**src/sdc_defs.svh**
```systemverilog
// Purpose: Constants for the synchronous DRAM command front end
// Assumes: 25 MHz system clock, 4 banks, 32-bit data in four byte lanes
// Notes:   Offsets, fields, reset values and timing counts live here
//
// How it works
// - Row on 11 address bits, column on 8
// - Precharge address bit 10 selects all banks
// - Bank select picks bank for activate/access
// - Chip select high ignores commands, operations continue
// - Row, column, write strobes decode the command
// - Read mask floats byte two cycles later
// - Write mask blocks byte write immediately
// - Clock enable low enters low-power states
// - Mode register undefined until first programmed; here reset loads 11'h000 with mode_valid_o low
// - All strobes low loads mode register
// - Column access: write select low writes
// - Burst stop: only chip, write select low
// - Address bit 10 on access requests auto-precharge
`ifndef SDC_DEFS_SVH
`define SDC_DEFS_SVH

`define SDC_ROW_W          11
`define SDC_COL_W          8
`define SDC_BANK_W         2
`define SDC_NUM_BANKS      4
`define SDC_BYTES          4
`define SDC_AP_BIT         10
`define SDC_MASK_LAT       2
`define SDC_MODE_RST       11'h000
`define SDC_INIT_REFRESH   4'h8
`define SDC_BURST_LEN      4
`define SDC_CLK_MHZ        25
`define SDC_INIT_PAUSE_US  200
`define SDC_INIT_PAUSE_CYC (`SDC_INIT_PAUSE_US * `SDC_CLK_MHZ)

`endif

```
**src/sdc_pkg.sv**
```systemverilog
// Purpose: Types shared by the command front end
// Assumes: sdc_defs.svh supplies the widths
// Notes:   None
`include "sdc_defs.svh"

package sdc_pkg;

  typedef enum logic [3:0] {
    SDC_DESEL,
    SDC_NOP,
    SDC_MRS,
    SDC_REFRESH,
    SDC_PRECHARGE,
    SDC_ACTIVATE,
    SDC_WRITE,
    SDC_READ,
    SDC_BSTOP
  } sdc_cmd_t;

  typedef enum logic [1:0] {
    SDC_PWR_ACTIVE,
    SDC_PWR_DOWN,
    SDC_PWR_SUSPEND,
    SDC_PWR_SELF_REF
  } sdc_pwr_t;

  typedef struct packed {
    logic                     cs_n;
    logic                     ras_n;
    logic                     cas_n;
    logic                     we_n;
    logic [`SDC_BANK_W-1:0]   bank_sel;
    logic [`SDC_ROW_W-1:0]    addr;
  } sdc_pins_t;

  typedef struct packed {
    sdc_cmd_t                 cmd;
    logic [`SDC_BANK_W-1:0]   bank;
    logic [`SDC_ROW_W-1:0]    row;
    logic [`SDC_COL_W-1:0]    col;
    logic                     auto_pre;
    logic                     pre_all;
  } sdc_op_t;

endpackage

```
**src/sdc_cmd_decode.sv**
```systemverilog
// Purpose: Combinational command decoder for the sampled command pins
// Assumes: Pins are synchronous to the system clock
// Notes:   Output is meaningful only at the sampling edge
`timescale 1ns/1ps
`include "sdc_defs.svh"

module sdc_cmd_decode (
  input  wire sdc_pkg::sdc_pins_t pins_i,
  output sdc_pkg::sdc_cmd_t       cmd_o
);

  always_comb begin
    if (pins_i.cs_n) begin
      cmd_o = sdc_pkg::SDC_DESEL;
    end else begin
      case ({pins_i.ras_n, pins_i.cas_n, pins_i.we_n})
        3'h0:    cmd_o = sdc_pkg::SDC_MRS;
        3'h1:    cmd_o = sdc_pkg::SDC_REFRESH;
        3'h2:    cmd_o = sdc_pkg::SDC_PRECHARGE;
        3'h3:    cmd_o = sdc_pkg::SDC_ACTIVATE;
        3'h4:    cmd_o = sdc_pkg::SDC_WRITE;
        3'h5:    cmd_o = sdc_pkg::SDC_READ;
        3'h6:    cmd_o = sdc_pkg::SDC_BSTOP;
        default: cmd_o = sdc_pkg::SDC_NOP;
      endcase
    end
  end

endmodule // sdc_cmd_decode

```
**src/sdc_front.sv**
```systemverilog
// Purpose: Command front end: decode, bank state, byte masks, power states, init
// Assumes: All pins synchronous to clk_i; burst length is a parameter
// Notes:   Data path itself is outside; byte enables steer it
`timescale 1ns/1ps
`include "sdc_defs.svh"

module sdc_front #(
  parameter int unsigned BURST_LEN      = `SDC_BURST_LEN,
  parameter int unsigned INIT_PAUSE_CYC = `SDC_INIT_PAUSE_CYC
) (
  input  wire logic                      clk_i,
  input  wire logic                      reset_i,
  input  wire logic                      cke_i,
  input  wire sdc_pkg::sdc_pins_t        pins_i,
  input  wire logic [`SDC_BYTES-1:0]     byte_mask_i,
  output sdc_pkg::sdc_op_t               op_o,
  output logic [`SDC_NUM_BANKS-1:0]      bank_active_o,
  output logic [`SDC_ROW_W-1:0]          mode_reg_o,
  output logic                           mode_valid_o,
  output sdc_pkg::sdc_pwr_t              pwr_state_o,
  output logic                           rd_busy_o,
  output logic                           wr_busy_o,
  output logic [`SDC_BYTES-1:0]          dq_oe_n_o,
  output logic [`SDC_BYTES-1:0]          wr_byte_en_o,
  output logic                           init_done_o
);

  localparam int CW = $clog2(BURST_LEN + 1);

  generate
    if (BURST_LEN < 1 || BURST_LEN > 512) begin : g_bad_burst
      $error("BURST_LEN out of range");
    end
    if (INIT_PAUSE_CYC < 1) begin : g_bad_pause
      $error("INIT_PAUSE_CYC must be at least one");
    end
    if (`SDC_MASK_LAT != 2) begin : g_bad_lat
      $error("Mask pipeline is built for a latency of two");
    end
  endgenerate

  ////////////////////////////////////////////////////////////////////////////
  // Command sampling

  sdc_pkg::sdc_cmd_t cmd_raw;
  sdc_pkg::sdc_cmd_t cmd;
  sdc_pkg::sdc_pwr_t pwr_r;
  sdc_pkg::sdc_pwr_t pwr_nxt;
  logic              take;
  logic              ap_req;

  sdc_cmd_decode u_dec (
    .pins_i (pins_i),
    .cmd_o  (cmd_raw)
  );

  // Commands count only while the internal clock runs
  assign take   = (pwr_r == sdc_pkg::SDC_PWR_ACTIVE) && cke_i;
  assign cmd    = take ? cmd_raw : sdc_pkg::SDC_NOP;
  assign ap_req = pins_i.addr[`SDC_AP_BIT];

  ////////////////////////////////////////////////////////////////////////////
  // Burst tracking

  logic                   rd_r,   rd_nxt;
  logic                   wr_r,   wr_nxt;
  logic [CW-1:0]          cnt_r,  cnt_nxt;
  logic                   ap_pend_r, ap_pend_nxt;
  logic [`SDC_BANK_W-1:0] ap_bank_r, ap_bank_nxt;
  logic                   ap_fire;
  logic [`SDC_BANK_W-1:0] ap_fire_bank;
  logic                   suspended;

  assign suspended = (pwr_r == sdc_pkg::SDC_PWR_SUSPEND);

  always_comb begin
    rd_nxt       = rd_r;
    wr_nxt       = wr_r;
    cnt_nxt      = cnt_r;
    ap_pend_nxt  = ap_pend_r;
    ap_bank_nxt  = ap_bank_r;
    ap_fire      = 1'b0;
    ap_fire_bank = ap_bank_r;
    if (!suspended) begin
      if (cnt_r == CW'(1)) begin
        cnt_nxt     = '0;
        rd_nxt      = 1'b0;
        wr_nxt      = 1'b0;
        ap_fire     = ap_pend_r;
        ap_pend_nxt = 1'b0;
      end else if (cnt_r != '0) begin
        cnt_nxt = cnt_r - CW'(1);
      end
      case (cmd)
        sdc_pkg::SDC_READ, sdc_pkg::SDC_WRITE: begin
          cnt_nxt     = CW'(BURST_LEN - 1);
          rd_nxt      = (cmd == sdc_pkg::SDC_READ) && (BURST_LEN > 1);
          wr_nxt      = (cmd == sdc_pkg::SDC_WRITE) && (BURST_LEN > 1);
          ap_bank_nxt = pins_i.bank_sel;
          ap_pend_nxt = ap_req && (BURST_LEN > 1);
          if (ap_req && BURST_LEN == 1) begin
            ap_fire      = 1'b1;
            ap_fire_bank = pins_i.bank_sel;
          end
        end
        sdc_pkg::SDC_BSTOP, sdc_pkg::SDC_PRECHARGE: begin
          cnt_nxt     = '0;
          rd_nxt      = 1'b0;
          wr_nxt      = 1'b0;
          ap_pend_nxt = 1'b0;
        end
        default: begin
        end
      endcase
    end
  end

  always_ff @(posedge clk_i or posedge reset_i) begin
    if (reset_i) begin
      rd_r      <= 1'b0;
      wr_r      <= 1'b0;
      cnt_r     <= '0;
      ap_pend_r <= 1'b0;
      ap_bank_r <= '0;
    end else begin
      rd_r      <= rd_nxt;
      wr_r      <= wr_nxt;
      cnt_r     <= cnt_nxt;
      ap_pend_r <= ap_pend_nxt;
      ap_bank_r <= ap_bank_nxt;
    end
  end

  assign rd_busy_o = rd_r;
  assign wr_busy_o = wr_r;

  ////////////////////////////////////////////////////////////////////////////
  // Per-bank activity

  genvar b;
  generate
    for (b = 0; b < `SDC_NUM_BANKS; b++) begin : g_bank
      logic act_r, act_nxt;
      always_comb begin
        act_nxt = act_r;
        if (cmd == sdc_pkg::SDC_ACTIVATE && pins_i.bank_sel == b) begin
          act_nxt = 1'b1;
        end else if (cmd == sdc_pkg::SDC_PRECHARGE &&
                     (ap_req || pins_i.bank_sel == b)) begin
          act_nxt = 1'b0;
        end else if (ap_fire && ap_fire_bank == b) begin
          act_nxt = 1'b0;
        end
      end
      always_ff @(posedge clk_i or posedge reset_i) begin
        if (reset_i) begin
          act_r <= 1'b0;
        end else begin
          act_r <= act_nxt;
        end
      end
      assign bank_active_o[b] = act_r;
    end
  endgenerate

  ////////////////////////////////////////////////////////////////////////////
  // Decoded operation and byte masks

  sdc_pkg::sdc_op_t      op_r, op_nxt;
  logic [`SDC_BYTES-1:0] mask_d1_r, oe_n_r, oe_n_nxt;

  always_comb begin
    op_nxt.cmd      = cmd;
    op_nxt.bank     = pins_i.bank_sel;
    op_nxt.row      = pins_i.addr;
    op_nxt.col      = pins_i.addr[`SDC_COL_W-1:0];
    op_nxt.auto_pre = ap_req && (cmd == sdc_pkg::SDC_READ ||
                                 cmd == sdc_pkg::SDC_WRITE);
    op_nxt.pre_all  = ap_req && (cmd == sdc_pkg::SDC_PRECHARGE);
    // Mask seen one edge ago floats the byte from the next edge on
    oe_n_nxt        = {`SDC_BYTES{~rd_r}} | mask_d1_r;
  end

  always_ff @(posedge clk_i or posedge reset_i) begin
    if (reset_i) begin
      op_r      <= '{cmd: sdc_pkg::SDC_NOP, default: '0};
      mask_d1_r <= '0;
      oe_n_r    <= '1;
    end else begin
      op_r      <= op_nxt;
      mask_d1_r <= byte_mask_i;
      oe_n_r    <= oe_n_nxt;
    end
  end

  assign op_o      = op_r;
  assign dq_oe_n_o = oe_n_r;
  // Write lanes gated in the same cycle the mask is sampled
  assign wr_byte_en_o = {`SDC_BYTES{(cmd == sdc_pkg::SDC_WRITE) || (wr_r && !suspended)}}
                        & ~byte_mask_i;

  ////////////////////////////////////////////////////////////////////////////
  // Power states

  always_comb begin
    pwr_nxt = pwr_r;
    case (pwr_r)
      sdc_pkg::SDC_PWR_ACTIVE: begin
        if (!cke_i) begin
          if (cmd_raw == sdc_pkg::SDC_REFRESH) begin
            pwr_nxt = sdc_pkg::SDC_PWR_SELF_REF;
          end else if (rd_r || wr_r || (|bank_active_o)) begin
            pwr_nxt = sdc_pkg::SDC_PWR_SUSPEND;
          end else begin
            pwr_nxt = sdc_pkg::SDC_PWR_DOWN;
          end
        end
      end
      sdc_pkg::SDC_PWR_DOWN, sdc_pkg::SDC_PWR_SUSPEND, sdc_pkg::SDC_PWR_SELF_REF: begin
        if (cke_i) begin
          pwr_nxt = sdc_pkg::SDC_PWR_ACTIVE;
        end
      end
      default: pwr_nxt = sdc_pkg::SDC_PWR_ACTIVE;
    endcase
  end

  always_ff @(posedge clk_i or posedge reset_i) begin
    if (reset_i) begin
      pwr_r <= sdc_pkg::SDC_PWR_ACTIVE;
    end else begin
      pwr_r <= pwr_nxt;
    end
  end

  assign pwr_state_o = pwr_r;

  ////////////////////////////////////////////////////////////////////////////
  // Mode register and initialization progress

  logic [`SDC_ROW_W-1:0] mode_r, mode_nxt;
  logic                  mvalid_r, mvalid_nxt;
  logic [31:0]           pause_r, pause_nxt;
  logic                  pre_seen_r, pre_seen_nxt;
  logic [3:0]            ref_r, ref_nxt;
  logic                  pause_done;

  assign pause_done = (pause_r >= INIT_PAUSE_CYC);

  always_comb begin
    mode_nxt     = mode_r;
    mvalid_nxt   = mvalid_r;
    pause_nxt    = pause_done ? pause_r : pause_r + 32'h1;
    pre_seen_nxt = pre_seen_r;
    ref_nxt      = ref_r;
    if (cmd == sdc_pkg::SDC_MRS) begin
      mode_nxt   = pins_i.addr;
      mvalid_nxt = 1'b1;
    end
    if (cmd == sdc_pkg::SDC_PRECHARGE && ap_req && pause_done) begin
      pre_seen_nxt = 1'b1;
    end
    if (cmd == sdc_pkg::SDC_REFRESH && pre_seen_r && ref_r != `SDC_INIT_REFRESH) begin
      ref_nxt = ref_r + 4'h1;
    end
  end

  always_ff @(posedge clk_i or posedge reset_i) begin
    if (reset_i) begin
      mode_r     <= `SDC_MODE_RST;
      mvalid_r   <= 1'b0;
      pause_r    <= 32'h0;
      pre_seen_r <= 1'b0;
      ref_r      <= 4'h0;
    end else begin
      mode_r     <= mode_nxt;
      mvalid_r   <= mvalid_nxt;
      pause_r    <= pause_nxt;
      pre_seen_r <= pre_seen_nxt;
      ref_r      <= ref_nxt;
    end
  end

  assign mode_reg_o   = mode_r;
  assign mode_valid_o = mvalid_r;
  // Ready once pause, all-bank precharge, mode set and eight refreshes are seen
  assign init_done_o  = pre_seen_r && mvalid_r && (ref_r == `SDC_INIT_REFRESH);

  ////////////////////////////////////////////////////////////////////////////
  // Assertions

  property p_row_col;
    @(posedge clk_i) disable iff (reset_i)
      (take && cmd_raw == sdc_pkg::SDC_ACTIVATE) |=>
        (op_o.row == $past(pins_i.addr)) && (op_o.cmd == sdc_pkg::SDC_ACTIVATE);
  endproperty
  a_row_col: assert property (p_row_col) else $error("Row not captured");

  property p_pre_all;
    @(posedge clk_i) disable iff (reset_i)
      (take && cmd_raw == sdc_pkg::SDC_PRECHARGE && ap_req) |=> (bank_active_o == '0);
  endproperty
  a_pre_all: assert property (p_pre_all) else $error("Banks open after precharge all");

  property p_bank_sel;
    @(posedge clk_i) disable iff (reset_i)
      (take && cmd_raw == sdc_pkg::SDC_ACTIVATE) |=>
        bank_active_o[op_o.bank] && (op_o.bank == $past(pins_i.bank_sel));
  endproperty
  a_bank_sel: assert property (p_bank_sel) else $error("Wrong bank opened");

  property p_deselect;
    @(posedge clk_i) disable iff (reset_i)
      pins_i.cs_n |=> (op_o.cmd inside {sdc_pkg::SDC_DESEL, sdc_pkg::SDC_NOP}) &&
                      (mode_reg_o == $past(mode_reg_o));
  endproperty
  a_deselect: assert property (p_deselect) else $error("Command taken while deselected");

  property p_read_dec;
    @(posedge clk_i) disable iff (reset_i)
      (take && !pins_i.cs_n && pins_i.ras_n && !pins_i.cas_n && pins_i.we_n) |=>
        (op_o.cmd == sdc_pkg::SDC_READ) && !wr_busy_o;
  endproperty
  a_read_dec: assert property (p_read_dec) else $error("Read not decoded");

  property p_rd_mask;
    @(posedge clk_i) disable iff (reset_i)
      ($past(!reset_i, 2) && $past(byte_mask_i[0], 2)) |-> dq_oe_n_o[0];
  endproperty
  a_rd_mask: assert property (p_rd_mask) else $error("Masked byte driven");

  property p_wr_mask;
    @(posedge clk_i) disable iff (reset_i)
      (take && cmd_raw == sdc_pkg::SDC_WRITE) |-> (wr_byte_en_o == ~byte_mask_i);
  endproperty
  a_wr_mask: assert property (p_wr_mask) else $error("Write lanes not masked");

  property p_cke_low;
    @(posedge clk_i) disable iff (reset_i)
      (pwr_state_o == sdc_pkg::SDC_PWR_ACTIVE && !cke_i) |=>
        ((pwr_state_o != sdc_pkg::SDC_PWR_ACTIVE) && (op_o.cmd == sdc_pkg::SDC_NOP))
        ##1 (op_o.cmd == sdc_pkg::SDC_NOP);
  endproperty
  a_cke_low: assert property (p_cke_low) else $error("Clock enable low ignored");

  property p_mode_set;
    @(posedge clk_i) disable iff (reset_i)
      $rose(mode_valid_o) |-> $past(take && cmd_raw == sdc_pkg::SDC_MRS) &&
                              (mode_reg_o == $past(pins_i.addr));
  endproperty
  a_mode_set: assert property (p_mode_set) else $error("Mode register not loaded");

  property p_bstop;
    @(posedge clk_i) disable iff (reset_i)
      (take && cmd_raw == sdc_pkg::SDC_BSTOP) |=> !rd_busy_o && !wr_busy_o;
  endproperty
  a_bstop: assert property (p_bstop) else $error("Burst not stopped");

endmodule // sdc_front

```
**config.mk**
```make
export PLATFORM = sky130hd
export DESIGN_NAME = sdc_front
export DESIGN_NICKNAME = d
export VERILOG_FILES = /design/src/sdc_pkg.sv /design/src/sdc_cmd_decode.sv /design/src/sdc_front.sv
export VERILOG_INCLUDE_DIRS = /design/src
export SDC_FILE = /design/constraint.sdc
export NUM_CORES = 1
export LEC_CHECK = 0
export ABC_AREA = 1
export BUFFER_PORTS_ARGS = -buffer_cell sky130_fd_sc_hd__buf_4
export CORE_MARGIN = 2
export CORE_UTILIZATION = 28
export DETAILED_ROUTE_END_ITERATION = 10
export RECOVER_POWER = 25
export SLEW_MARGIN = 20
export SYNTH_ARGS = -nofsm -noshare
export SYNTH_HDL_FRONTEND = slang
export SYNTH_SLANG_ARGS = --single-unit
```
**constraint.sdc**
```tcl
create_clock -name clk_i -period 7.1 [get_ports clk_i]
set_input_delay 0.71 -clock clk_i [delete_from_list [all_inputs] [get_ports clk_i]]
set_output_delay 0.71 -clock clk_i [all_outputs]
set_load 0.02 [all_outputs]
```
Yosys cells after proc, flatten, opt, wreduce, memory -nomap -nowiden:

Index checks and enable logic that the tools add are counted.

* reduce and logical (&&, ||, !) cells: 49
* magnitude comparators: 1
* add/subtract/negate cells: 3
* eq/ne operators: 28
* muxes and demuxes: 29
* bitwise operators: 5

Operators with widths (number)
* $add A32 B1 Y32 const B: 1
* $ge A32 B13 Y1 const B: 1
* $pmux W4 S7: 1
* $logic_and A1 B1 Y1: 21
* $reduce_bool A3 Y1: 6
* $eq A4 B3 Y1 const B: 4
* $mux W1: 15
* $eq A2 B2 Y1 const B: 6
* $eq A4 B2 Y1 const B: 3
* $eq A3 B3 Y1 const B: 3
* $eq A4 B4 Y1 const B: 2
* $logic_or A1 B1 Y1: 8
* $mux W2: 4
* $mux W4: 2
* $reduce_and A2 Y1: 4
* $eq A2 B1 Y1 const B: 3
* $eq A3 B1 Y1 const B: 2
* $eq A3 B2 Y1 const B: 2
* $logic_not A2 Y1: 3
* $mux W3: 2
* $pmux W1 S2: 3
* $pmux W3 S2: 1
* $add A4 B1 Y4 const B: 1
* $and A4 B4 Y4: 1
* other kinds (13): 16

* bits in registers: 98
* output and inout port bits: 56
* word-level logic and storage cells: 138
* input port bits: 24

Depth between registers and ports, before layout:

Gate-level depths: netlist of the first run.

* depth in word-level cells: 8
* depth in mapped cells: 9
* depth with buffers taken out: 9

Hierarchy:

A second synthesis of the first run with hierarchy kept.

* cells, all modules: 393
* area total of the unflattened synthesis: 3892.5 sq um

By module, submodules not included
* sdc_front: cells each 383, times used 1, area an instance 3854.9 sq um, seq. area each 2258.4 sq um
* sdc_cmd_decode: cells each 10, times used 1, area an instance 37.5 sq um, seq. area each 0.0 sq um

Worst setup path after synthesis of the first run:

Ideal clock, no wire load.

* kind: in2out
* start: in pins_i[13] (netlist name)
* end: out wr_byte_en_o[0]
* path buffers: 0
* arrival: 1.619 ns
* required time: 6.390 ns
* stages: 7
* slack: 4.771 ns
* path through: inv_1 -> nor2_1 -> inv_1 -> nand2_2 -> nor2_4 -> a22oi_1 -> nor2_1

* word-level cells in the longest chain between the ends: 7
* elaborated cells between the ends (all ways): 13
* classes of those cells: eq/ne: 7; mux: 3; bitwise: 1; reduce/logical: 2

RTL lines
* start, declared: line sdc_front.sv:14 `input wire sdc_pkg::sdc_pins_t pins_i,`
* $eq A3 B3 Y1, or another cell as far along: line sdc_cmd_decode.sv:16 `case ({pins_i.ras_n, pins_i.cas_n, pins_i.we_n})`
* $pmux W4 S7 *: line sdc_cmd_decode.sv:16
* $mux W4 *: line sdc_cmd_decode.sv:13 `if (pins_i.cs_n) begin`
* $mux W4 *: line sdc_front.sv:59 `assign cmd = take ? cmd_raw : sdc_pkg::SDC_NOP;`
* net cmd[0]: line sdc_front.sv:46 `sdc_pkg::sdc_cmd_t cmd;`
* $eq A4 B3 Y1 *: line sdc_front.sv:199 `` assign wr_byte_en_o = {`SDC_BYTES{(cmd == sdc_pkg::SDC_WRITE) || (wr_r && !suspended)}} ``
* $logic_or A1 B1 Y1 *: line sdc_front.sv:199
* $and A4 B4 Y4 *: line sdc_front.sv:199
* end, declared: line sdc_front.sv:24 `` output logic [`SDC_BYTES-1:0] wr_byte_en_o, ``

The timed path passes the listed nets; every way through them passes the cells marked *.

Worst setup path in the final report of the first run:

* start: reg pwr_r[0], in the netlist pwr_state_o[0]
* end: out wr_byte_en_o[0]

* word-level cells in the longest chain between the ends: 6
* elaborated cells between the ends (all ways): 9
* classes of those cells: eq/ne: 2; mux: 1; bitwise: 1; reduce/logical: 5

RTL lines
* start, declared: line sdc_front.sv:47 `sdc_pkg::sdc_pwr_t pwr_r;`
* start signal, assigned: line sdc_front.sv:230 `pwr_r <= sdc_pkg::SDC_PWR_ACTIVE;`
* start signal, assigned: line sdc_front.sv:232 `pwr_r <= pwr_nxt;`
* $logic_not A2 Y1: line sdc_front.sv:58 `assign take = (pwr_r == sdc_pkg::SDC_PWR_ACTIVE) && cke_i;`
* $logic_and A1 B1 Y1: line sdc_front.sv:58
* $mux W4: line sdc_front.sv:59
* net cmd[0]: line sdc_front.sv:46
* $eq A4 B3 Y1: line sdc_front.sv:199
* $logic_or A1 B1 Y1: line sdc_front.sv:199
* $and A4 B4 Y4: line sdc_front.sv:199

The timed path passes the listed nets, and every way through them passes these cells.

==> results of run 1 <==
==> cells in the final DEF, fill, tap and decap left out, types with 2 or more instances in the layout <==
cell	netlist	final
clkbuf_1	19	9
nor4_1	3	3
xor2_1	10	10
nand2_2	6	5
nand4_1	3	3
a21oi_1	5	5
nor2_2	4	4
inv_2	3	3
clkinv_4	0	2
nand3_1	41	41
nand2_4	2	2
buf_4	13	62
nand3_2	2	2
o21ai_1	2	2
inv_1	34	33
nor2_1	29	29
ha_1	7	7
xnor2_1	4	4
dfstp_2	5	5
dfrtp_1	85	85
o21bai_1	3	3
o21ai_0	7	7
nor2_4	3	3
clkbuf_16	0	9
o211ai_1	2	2
nor3_1	7	7
clkbuf_4	0	9
nand4_2	2	2
nand2_1	91	92
==> sequential cells by signal, summed over array words and instances (netlist names), 3 cells and up <==
name / count
ref_r: 4
cnt_r: 3
mask_d1_r: 4
op_o: 19
pause_r: 32
g_bank.act_r: 4
dq_oe_n_o: 4
mode_reg_o: 11
==> final timing paths <==
path,cells after the start,endpoint
setup / recovery,8,wr_byte_en_o[0]
hold / removal,0,pause_r[15]
setup reg to reg,6,pause_r[7]
hold reg to reg,0,pause_r[15]
max in group asynchronous,3,op_o[3]
min in group asynchronous,2,mask_d1_r[3]
==> worst register-to-register path, stage by stage (launching register included) <==
cell	delay, ps
dfrtp_1	370
nor4_1	290
nand2_1	100
nor2_2	390
nand2_2	290
nand2_1	140
nand2_1	80
==> power by group <==
part / internal, uW / switching (uW) / total (uW)
Clock: 283 / 199 / 481
Combinational: 102 / 148 / 250
Sequential: 569 / 40.2 / 609
Total: 953 / 387 / 1340
==> per-stage QoR <==
step / total power [uW] / hold WS [ps] / cells / cell area, um2 / setup WS [ps]
6_report: 1340 / 376 / 637 / 4750 / 4260
2_1_floorplan: 783 / 403 / 404 / 3860 / 4060
3_3_place_gp: 864 / 365 / 622 / 4480 / 4370
5_1_grt: 1410 / 388 / 637 / 4750 / 4090
3_5_place_dp: 873 / 366 / 622 / 4480 / 4280
4_1_cts: 1360 / 331 / 637 / 4780 / 4260
==> cell families (layout without fill, tap and decap cells) <==
kind of cell	count (synthesis)	count (layout)
and+or+nand+nor	197	197
DFF	90	90
buffers and inverters	75	132
AOI/OAI and AO/OA	21	21
xor gates and xnor gates	14	14
adders and majority gates	7	7
==> routing by layer <==
layer	global-route usage (%)	up-vias	routed length [um]
met4	4.53	0	193
met5	0	-	0
met2	18.0	37	3850
met3	2.96	13	255
met1	15.0	1283	3580
li1	-	1359	-
==> layout make-up <==
| type | instances | area share [%] |
|---|---|---|
| flip-flops and latches | 90 | 47.6 |
| multi-input cells | 239 | 26.5 |
| repair buffers | 80 | 11.9 |
| clock buffers | 10 | 5.03 |
| well taps | 176 | 4.64 |
| inverters | 37 | 2.95 |
| clock inverters | 5 | 1.34 |
==> metrics.md, run 1 <==
| Metric | Value |
|---|---|
| Status | finished clean |
| Vias in the first global route | 2,633 |
| Clk slew on worst S/H paths | 70 ps |
| Post-synth top area share | 55.0% |
| Final Skew | 6.95 ps |
| Drt wl/cell | 12.4 um |
| Via/cell ratio | between 4 and 5 |
| Filler cell count | 1,393 |
| Family with the most delay on the worst path | simple AND/OR/NAND/NOR gates |
| Clock root cell | clkbuf_16 |
| Final max-slew violation count | 0 |
| DP HPWL | a little under 6000 um |
| Synth area leaders | dfrtp_1 55%, nand2_1 8.8%, nand3_1 5.3%, dfstp_2 3.4%, inv_1 3.3% |
| Yosys reg bits | 90 |
| Fmax | between 0.3 and 0.4 GHz |
| Multiplexer share of the synthesized area | 0% |
| Critical Path RT | between 6000 and 7000 ps |
| Worst-Margin Slew | 869 ps |
| Largest family of logic cells by synthesized area | simple AND/OR/NAND/NOR gates |
| Adder-cell share of the synthesized area | roughly 2.3% |
| Die area | 14,800 um2 |
| Reg area | between 2000 and 2500 um2 |
| Drt first pass iters | 4 |
| Clock sink total | 90 |
| CTS Buf Count | 9 |
| Multi-input logic area | 1260 um2 |
| Core Region | around 13,000 um2 |
| CP max-delay cell | dfrtp_1 |
| Max-slew headroom | 42.1% |
| Post-CTS setup buffer count | 0 |
| Pin count of the biggest net entering global routing | 73 |
| Total gr overflow | 0 |
| Hold-fix buffers, CTS | 0 |
| Synth warn | 0 |
| Crit path max fanout | 13 |
| Final Setup Violations | 0 |
| Post-CTS sizing | 0 |
| Gate Count Post-Synth | just over 400 |
| Tightest Hold Check Type | reg2reg |
| Layout cells sized above 1 | 24.9% |
| Detailed Route WL | 7870 um |
| CP Capture Type | output pin |
| First-pass GRT wire length | 13,200 um |
| Ys flop type | dfrtp_1 |
| Bufs and invs on worst path | 2 |
| CTS tree | done |
| Clk buf depth | 2 |
| Min Tclk post-route | 2840 ps |
| CP max stage delay | between 400 and 500 ps |
| H-Tree Depth | 3 |
| Initial antenna violation count | 0 |
| Cell taking the most area after synthesis | dfrtp_1 |
| Kind of critical path | reg2out |
| Top Ports | 80 |
| Synthesized cell area | 3860 um2 |
| Worst reg2reg path startpoint | pause_r[21] |
| DIE WIDTH | 121 um |
| Drt drc | 0 |
| Worst ir drop on vdd | 0.000131 V |
| Synth Area in Compound Gates | approximately 3.2% |
| Register area share after synthesis | a little under 60% |
| Crit-path cells | nor2_2, nand2_2, inv_2, nand2_1, nor2_4, a22oi_1, nor2_1, buf_4 |
| Finished Core Util | 35.6% |
| Die height | 121 um |
| Nets in the synthesized netlist | 435 |
| Total number of vias | 2,692 |
| Clk_lat worst skew | about 340 ps |
| Synth-to-layout area growth | 22.9% |
| Final hold vios | 0 |
| Setup TNS Final | 0 ps |
| CP startpoint kind | flop |
| Final critical-path share of the clock period | 40.0% |
| Antenna cells | 0 |
| Synth cell types | 34 |
| Leak pwr | 0.00244 uW |
| Buffers added on ports | 79 |
| Avg Inst Size Synth | roughly 9.6 um2 |
| Final ANT Viol Nets | 0 |
| Hold wc startpoint | pause_r[15] |
| PD cells | 282 nW/um2 |
| EDFF count, synth | 0 |
| Maxcap violations | 0 |
| Reg2reg setup slack | ~5300 ps |
| Post-synth top cells | 91 x nand2_1, 85 x dfrtp_1, 41 x nand3_1 |
| Asr flop ratio synth | 100% |
| Initial Util | 29.0% |
| Placer congestion estimate | ~0.83 |
| WP data arrival | 2130 ps |
| Num rows | 42 |
| Number of DRC markers in iteration 0 | 124 |
| GRT Overall Usage | 11.4% |
| Worst setup startpoint | pwr_state_o[0] |
| XOR/XNOR share of the synthesized area | 3.17% |
| Synth Area in Simple Gates | 24.1% |
| RSZ-0062 raised after global routing | no |
| Most common cell in the netlist | nand2_1 |
| Nets@finish | 488 |
Power figures use the tool's default switching activity.
==> inputs of run 2 (changes only) <==
Clock period 7.1 ns to 2.6 ns, I/O delays scaled along.
==> metrics.md, run 2 (synthesis gave the netlist of run 1 again) <==
| Metric | Value |
|---|---|
| Placed Cells | between 600 and 700 |
| Final critical-path share of the clock period | between 80% and 90% |
| Drt first pass iters | 4 |
| Top Layer Used | met4 |
| Layout cells sized above 1 | 25.1% |
| Final Skew | approximately 9.9 ps |
| Finished Layout Cells | 638 |
| Final ANT Viol Nets | 0 |
| CTS Buf Count | 9 |
| CP max-delay cell | dfrtp_1 |
| CTS tree | done |
| Number of DRC markers in iteration 0 | 83 |
| Most frequent cells in the layout | 91 x nand2_1, 85 x dfrtp_1, 61 x buf_4 |
| CP startpoint kind | flop |
| Fin area | between 4000 and 5000 um2 |
| Min Tclk post-route | roughly 2300 ps |
| Placer congestion estimate | 0.825 |
| Post-CTS sizing | 0 |
| PD cells | 782 nW/um2 |
| Met2 Wirelength | 3910 um |
| Crit-path cells | nor2_2, nand2_2, inv_2, nand2_1, nor2_4, a22oi_1, nor2_1, buf_4 |
| DP HPWL | 5770 um |
| Clock sink total | 90 |
| DIE WIDTH | between 100 and 150 um |
| Nets@finish | 488 |
| Commonest non-fill, non-tap cell in the layout | nand2_1 |
| Total Power | approximately 3700 uW |
| Maxcap violations | 1 |
| Total number of vias | 2,699 |
| Synth-to-layout area growth | 23.7% |
| Filler cell count | 1,382 |
| Initial antenna violation count | 0 |
| Setup TNS Final | 0 ps |
| Most flops, register | pause_r |
| Post-CTS setup buffer count | 0 |
| Final hold vios | 0 |
| Status | finished, violations left |
| Clk buf depth | 2 |
| Met3 Wirelength | roughly 230 um |
| Final Setup Violations | 0 |
| Initial Util | between 20% and 30% |
| Leak pwr | approximately 0.0025 uW |
| Worst-Margin Slew | 1610 ps |
| WHS | 56.8 ps |
| Critical Path RT | 2340 ps |
| Num rows | 42 |
| Drt drc | 0 |
| Die area | 14,800 um2 |
| Max FFs per register | 32 |
| Failing checks | capacitance limit, slew limit |
| Detailed Route WL | 7890 um |
| Core Region | 13,300 um2 |
| Placed Instance Area | 4490 um2 |
| Drt wl/cell | 12.4 um |
| Top Ports | 80 |
| Clock root cell | clkbuf_16 |
| Clk slew on worst S/H paths | 60 ps |
| Max-slew headroom | -7.65% |
| Pin count of the biggest net entering global routing | 56 |
| Vias in the first global route | 2,642 |
| Total gr overflow | 0 |
| Kind of critical path | reg2out |
| Die height | about 120 um |
| Crit path max fanout | 13 |
| Fmax | 0.437 GHz |
| CP Capture Type | output pin |
| Via/cell ratio | 4.23 |
| WP data arrival | 2030 ps |
| Worst ir drop on vdd | 0.000362 V |
| CP max stage delay | 410 ps |
| H-Tree Depth | 3 |
| Buffers added on ports | 79 |
| GRT Overall Usage | around 11% |
| Final max-slew violation count | 36 |
| WL met1 | 3580 um |
| Antenna cells | 0 |
| Hold-fix buffers, CTS | 0 |
| First-pass GRT wire length | 13,000 um |
| RSZ-0062 raised after global routing | no |
| Tightest Hold Check Type | in2reg |
| Clk_lat worst skew | 340 ps |
==> run 2: changes by cell type in the layout (fill, tap and decap cells not counted), sizes merged <==
cell / delta
bufinv: +1
clkbuf: +1
inv: -1
==> run 2: critical path: cells and delay by family (launching register included) <==
family / cells / cell delay [ps]
AOI/OAI and AO/OA: 1 / 230
and+or+nand+nor: 5 / 780
buffers and inverters: 2 / 260
DFF: 1 / 410
==> run 2: layout make-up <==
class                   instances  area [um2]  share of cell area (%)
flip-flops and latches         90        2260                    47.2
multi-input cells             239        1260                    26.4
repair buffers                 80         579                    12.1
clock buffers                  11         243                    5.08
well taps                     176         220                    4.61
inverters                      37         140                    2.93
clock inverters                 5        77.6                    1.62
==> run 2: path summary, 6_finish.rpt <==
kind	start	endpoint	slack, ps	cells after the start
max in group asynchronous	reset_i	op_o[23]	1340	3
min	pins_i[5]	op_o[7]	60	1
min reg2reg	pause_r[19]	pause_r[19]	380	0
max reg2reg	pause_r[25]	pause_r[2]	810	6
min in group asynchronous	reset_i	pause_r[11]	310	2
max	pwr_state_o[1]	wr_byte_en_o[1]	310	8
==> run 2: metal layers <==
layer / track usage [%] / vias up
li1: - / 1363
met5: 0 / -
met4: 4.96 / 0
met1: 14.5 / 1285
met3: 3.10 / 13
met2: 17.8 / 38
==> run 2: through the flow <==
stage               util, %  worst slack [ps]
floorplan                 -              13.0
global placement       33.7               696
detailed placement     33.7               641
CTS                    36.1               267
global route           35.8               119
finish                 35.8               311
==> run 2: where the power goes <==
group          total (uW)  internal, uW  switching (uW)
registers            1660          1550             107
clock network        1400           865             535
logic                 681           278             403
==> inputs of run 3 (changes only) <==
--- a/config.mk
+++ b/config.mk
@@ -8,3 +8,2 @@
 export LEC_CHECK = 0
-export ABC_AREA = 1
 export BUFFER_PORTS_ARGS = -buffer_cell sky130_fd_sc_hd__buf_4
==> constraint.sdc (replaced) <==
create_clock -name clk_i -period 2.6 [get_ports clk_i]
set_input_delay 0.39 -clock clk_i [delete_from_list [all_inputs] [get_ports clk_i]]
set_output_delay 0.39 -clock clk_i [all_outputs]
set_load 0.02 [all_outputs]
==> metrics.md, run 3 <==
| Metric | Value |
|---|---|
| Status | finished clean |
| Drt first pass iters | 4 |
| Most frequent cells in the layout | 85 x dfrtp_1, 68 x buf_4, 15 x nor4_1 |
| Nets in the synthesized netlist | 324 |
| Final ANT Viol Nets | 0 |
| Leak pwr | approximately 0.0022 uW |
| Post-CTS sizing | 0 |
| EDFF count, synth | 0 |
| Synth warn | 0 |
| Initial antenna violation count | 0 |
| CP max-delay cell | or4b_1 |
| Clock sink total | 90 |
| WP data arrival | 2010 ps |
| Nets@finish | 384 |
| Max FFs per register | 32 |
| Min Tclk post-route | 2400 ps |
| Num rows | 41 |
| CP startpoint kind | flop |
| Clk slew on worst S/H paths | 60 ps |
| DIE WIDTH | ~120 um |
| Layout cells sized above 1 | 30.4% |
| Pin count of the biggest net entering global routing | 35 |
| First-pass GRT wire length | approximately 12,000 um |
| Fmax | about 0.42 GHz |
| Gate Count Post-Synth | 293 |
| Clock root cell | clkbuf_16 |
| Final Skew | 5.90 ps |
| Synthesized cell area | roughly 3600 um2 |
| Drt wl/cell | 13.2 um |
| Total gr overflow | 0 |
| Detailed Route WL | 7020 um |
| Critical Path RT | 2210 ps |
| CTS tree | done |
| Kind of critical path | reg2out |
| Crit-path cells | or4b_1, nor3_1, a22oi_1, nor2_1, buf_4 |
| PD cells | ~900 nW/um2 |
| Buffers added on ports | 79 |
| Clk buf depth | 2 |
| Drt drc | 0 |
| Final hold vios | 0 |
| Clk_lat worst skew | 340 ps |
| Initial Util | 28.7% |
| Most flops, register | pause_r |
| Vias in the first global route | about 2,300 |
| Worst-Margin Slew | 1170 ps |
| Commonest non-fill, non-tap cell in the layout | dfrtp_1 |
| Tightest Hold Check Type | in2reg |
| Worst ir drop on vdd | 0.000526 V |
| Cell taking the most area after synthesis | dfrtp_1 |
| Synth area leaders | dfrtp_1 58%, dfstp_2 3.6%, mux2_1 2.8%, buf_4 2.7%, nor4_1 2.6% |
| Via/cell ratio | 4.43 |
| Post-CTS setup buffer count | 0 |
| Number of DRC markers in iteration 0 | 106 |
| Total number of vias | 2,347 |
| Ys flop type | dfrtp_1 |
| Asr flop ratio synth | 100% |
| CTS Buf Count | 9 |
| CP max stage delay | ~560 ps |
| Core Region | 12,700 um2 |
| Final max-slew violation count | 0 |
| Antenna cells | 0 |
| CP Capture Type | output pin |
| XOR/XNOR share of the synthesized area | 3.61% |
| Synth cell types | 45 |
| Die height | 118 um |
| Synth-to-layout area growth | 25.5% |
| H-Tree Depth | 3 |
| Synth Area in Simple Gates | between 10% and 20% |
| Family with the most delay on the worst path | simple AND/OR/NAND/NOR gates |
| WHS | approximately 180 ps |
| Crit path max fanout | 8 |
| Final Setup Violations | 0 |
| Final critical-path share of the clock period | 92.2% |
| RSZ-0062 raised after global routing | no |
| Hold-fix buffers, CTS | 0 |
| Finished Layout Cells | 530 |
| DP HPWL | roughly 5300 um |
| Maxcap violations | 0 |
| Top Ports | 80 |
| Placed Cells | roughly 510 |
| Adder-cell share of the synthesized area | ~2.4% |
| Avg Inst Size Synth | 12.4 um2 |
| Max-slew headroom | 21.8% |
| Placer congestion estimate | between 0.8 and 0.9 |
| Most common cell in the netlist | dfrtp_1 |
| Post-synth top area share | roughly 60% |
| Largest family of logic cells by synthesized area | simple AND/OR/NAND/NOR gates |
| Register area share after synthesis | just over 60% |
| GRT Overall Usage | 10.7% |
| Setup TNS Final | 0 ps |
| Multiplexer share of the synthesized area | 4.03% |
| Post-synth top cells | 85 x dfrtp_1, 24 x clkbuf_1, 15 x inv_1, 15 x nor4_1, 13 x buf_4 |
| Yosys reg bits | 90 |
| Die area | 13,900 um2 |
| Synth Area in Compound Gates | just under 7% |
| Total Power | 4100 uW |
| Bufs and invs on worst path | 1 |
## run 3: cell types whose count changed after synthesis, sizes merged, moves of 6 or more
cell	previous run	this run
o31ai	0	6
nand2	99	8
mux2	0	13
nor4	4	17
nand3	43	6
nor2	36	12
inv	37	15
## run 3: worst paths after layout
path | start | end | slack, ps | cells past startpoint
worst max-delay path | pwr_state_o[1] | wr_byte_en_o[2] | 200 | 5
worst min-delay path | byte_mask_i[1] | mask_d1_r[1] | 180 | 1
worst max register to register | pwr_state_o[1] | mode_reg_o[9] | 570 | 5
worst min register to register | pause_r[20] | pause_r[20] | 370 | 0
max in group asynchronous | reset_i | op_o[23] | 1480 | 3
min in group asynchronous | reset_i | pause_r[15] | 290 | 2
## run 3: worst reg2reg max path: stages, from the launching register on
cell and delay, ps:
dfrtp_1 440, or4b_1 560, buf_4 200, nor4_4 120, buf_4 240, mux2_2 350
## run 3: kinds of logic (layout without fill, tap and decap cells)
family	Yosys count	after routing
AO/OA/AOI/OAI	35	35
XOR/XNOR	15	15
adder cells (fa/ha/maj)	7	7
buffers and inverters	53	118
flip-flops	90	90
multiplexers	13	13
AND/OR/NAND/NOR	80	80
## run 3: through the flow
stage | cell area (um2) | worst slack (ps) | util (%)
after detailed placement | 4320 | 516 | 34.1
after CTS | 4600 | 192 | 36.3
final | 4560 | 203 | 36.0
after global routing | 4560 | 67.6 | 36.0
after global placement | 4320 | 516 | 34.1
after floorplan | 3640 | 374 | -
## run 3: cell type report
cell class | instances | area [um2]
sequential | 90 | 2260
tap | 172 | 215
clock inverter | 5 | 38.8
multi-input combinational | 150 | 1120
timing repair buffer | 87 | 628
clock buffer | 11 | 243
fill | 1249 | 8110
inverter | 15 | 57.6
## run 3: power breakdown
group	leakage [uW]	switching, uW	internal, uW
combinational	0.000906	600	488
sequential	0.00114	171	1640
clock	0.000136	522	678
## run 3: routing by layer
metal	global-route usage (%)	part of all wire, %	vias to the layer above
met5	0	0	-
met4	4.07	1.7	0
met3	3.10	3.6	13
met2	17.5	52	37
met1	13.4	43	1171
li1	-	-	1126
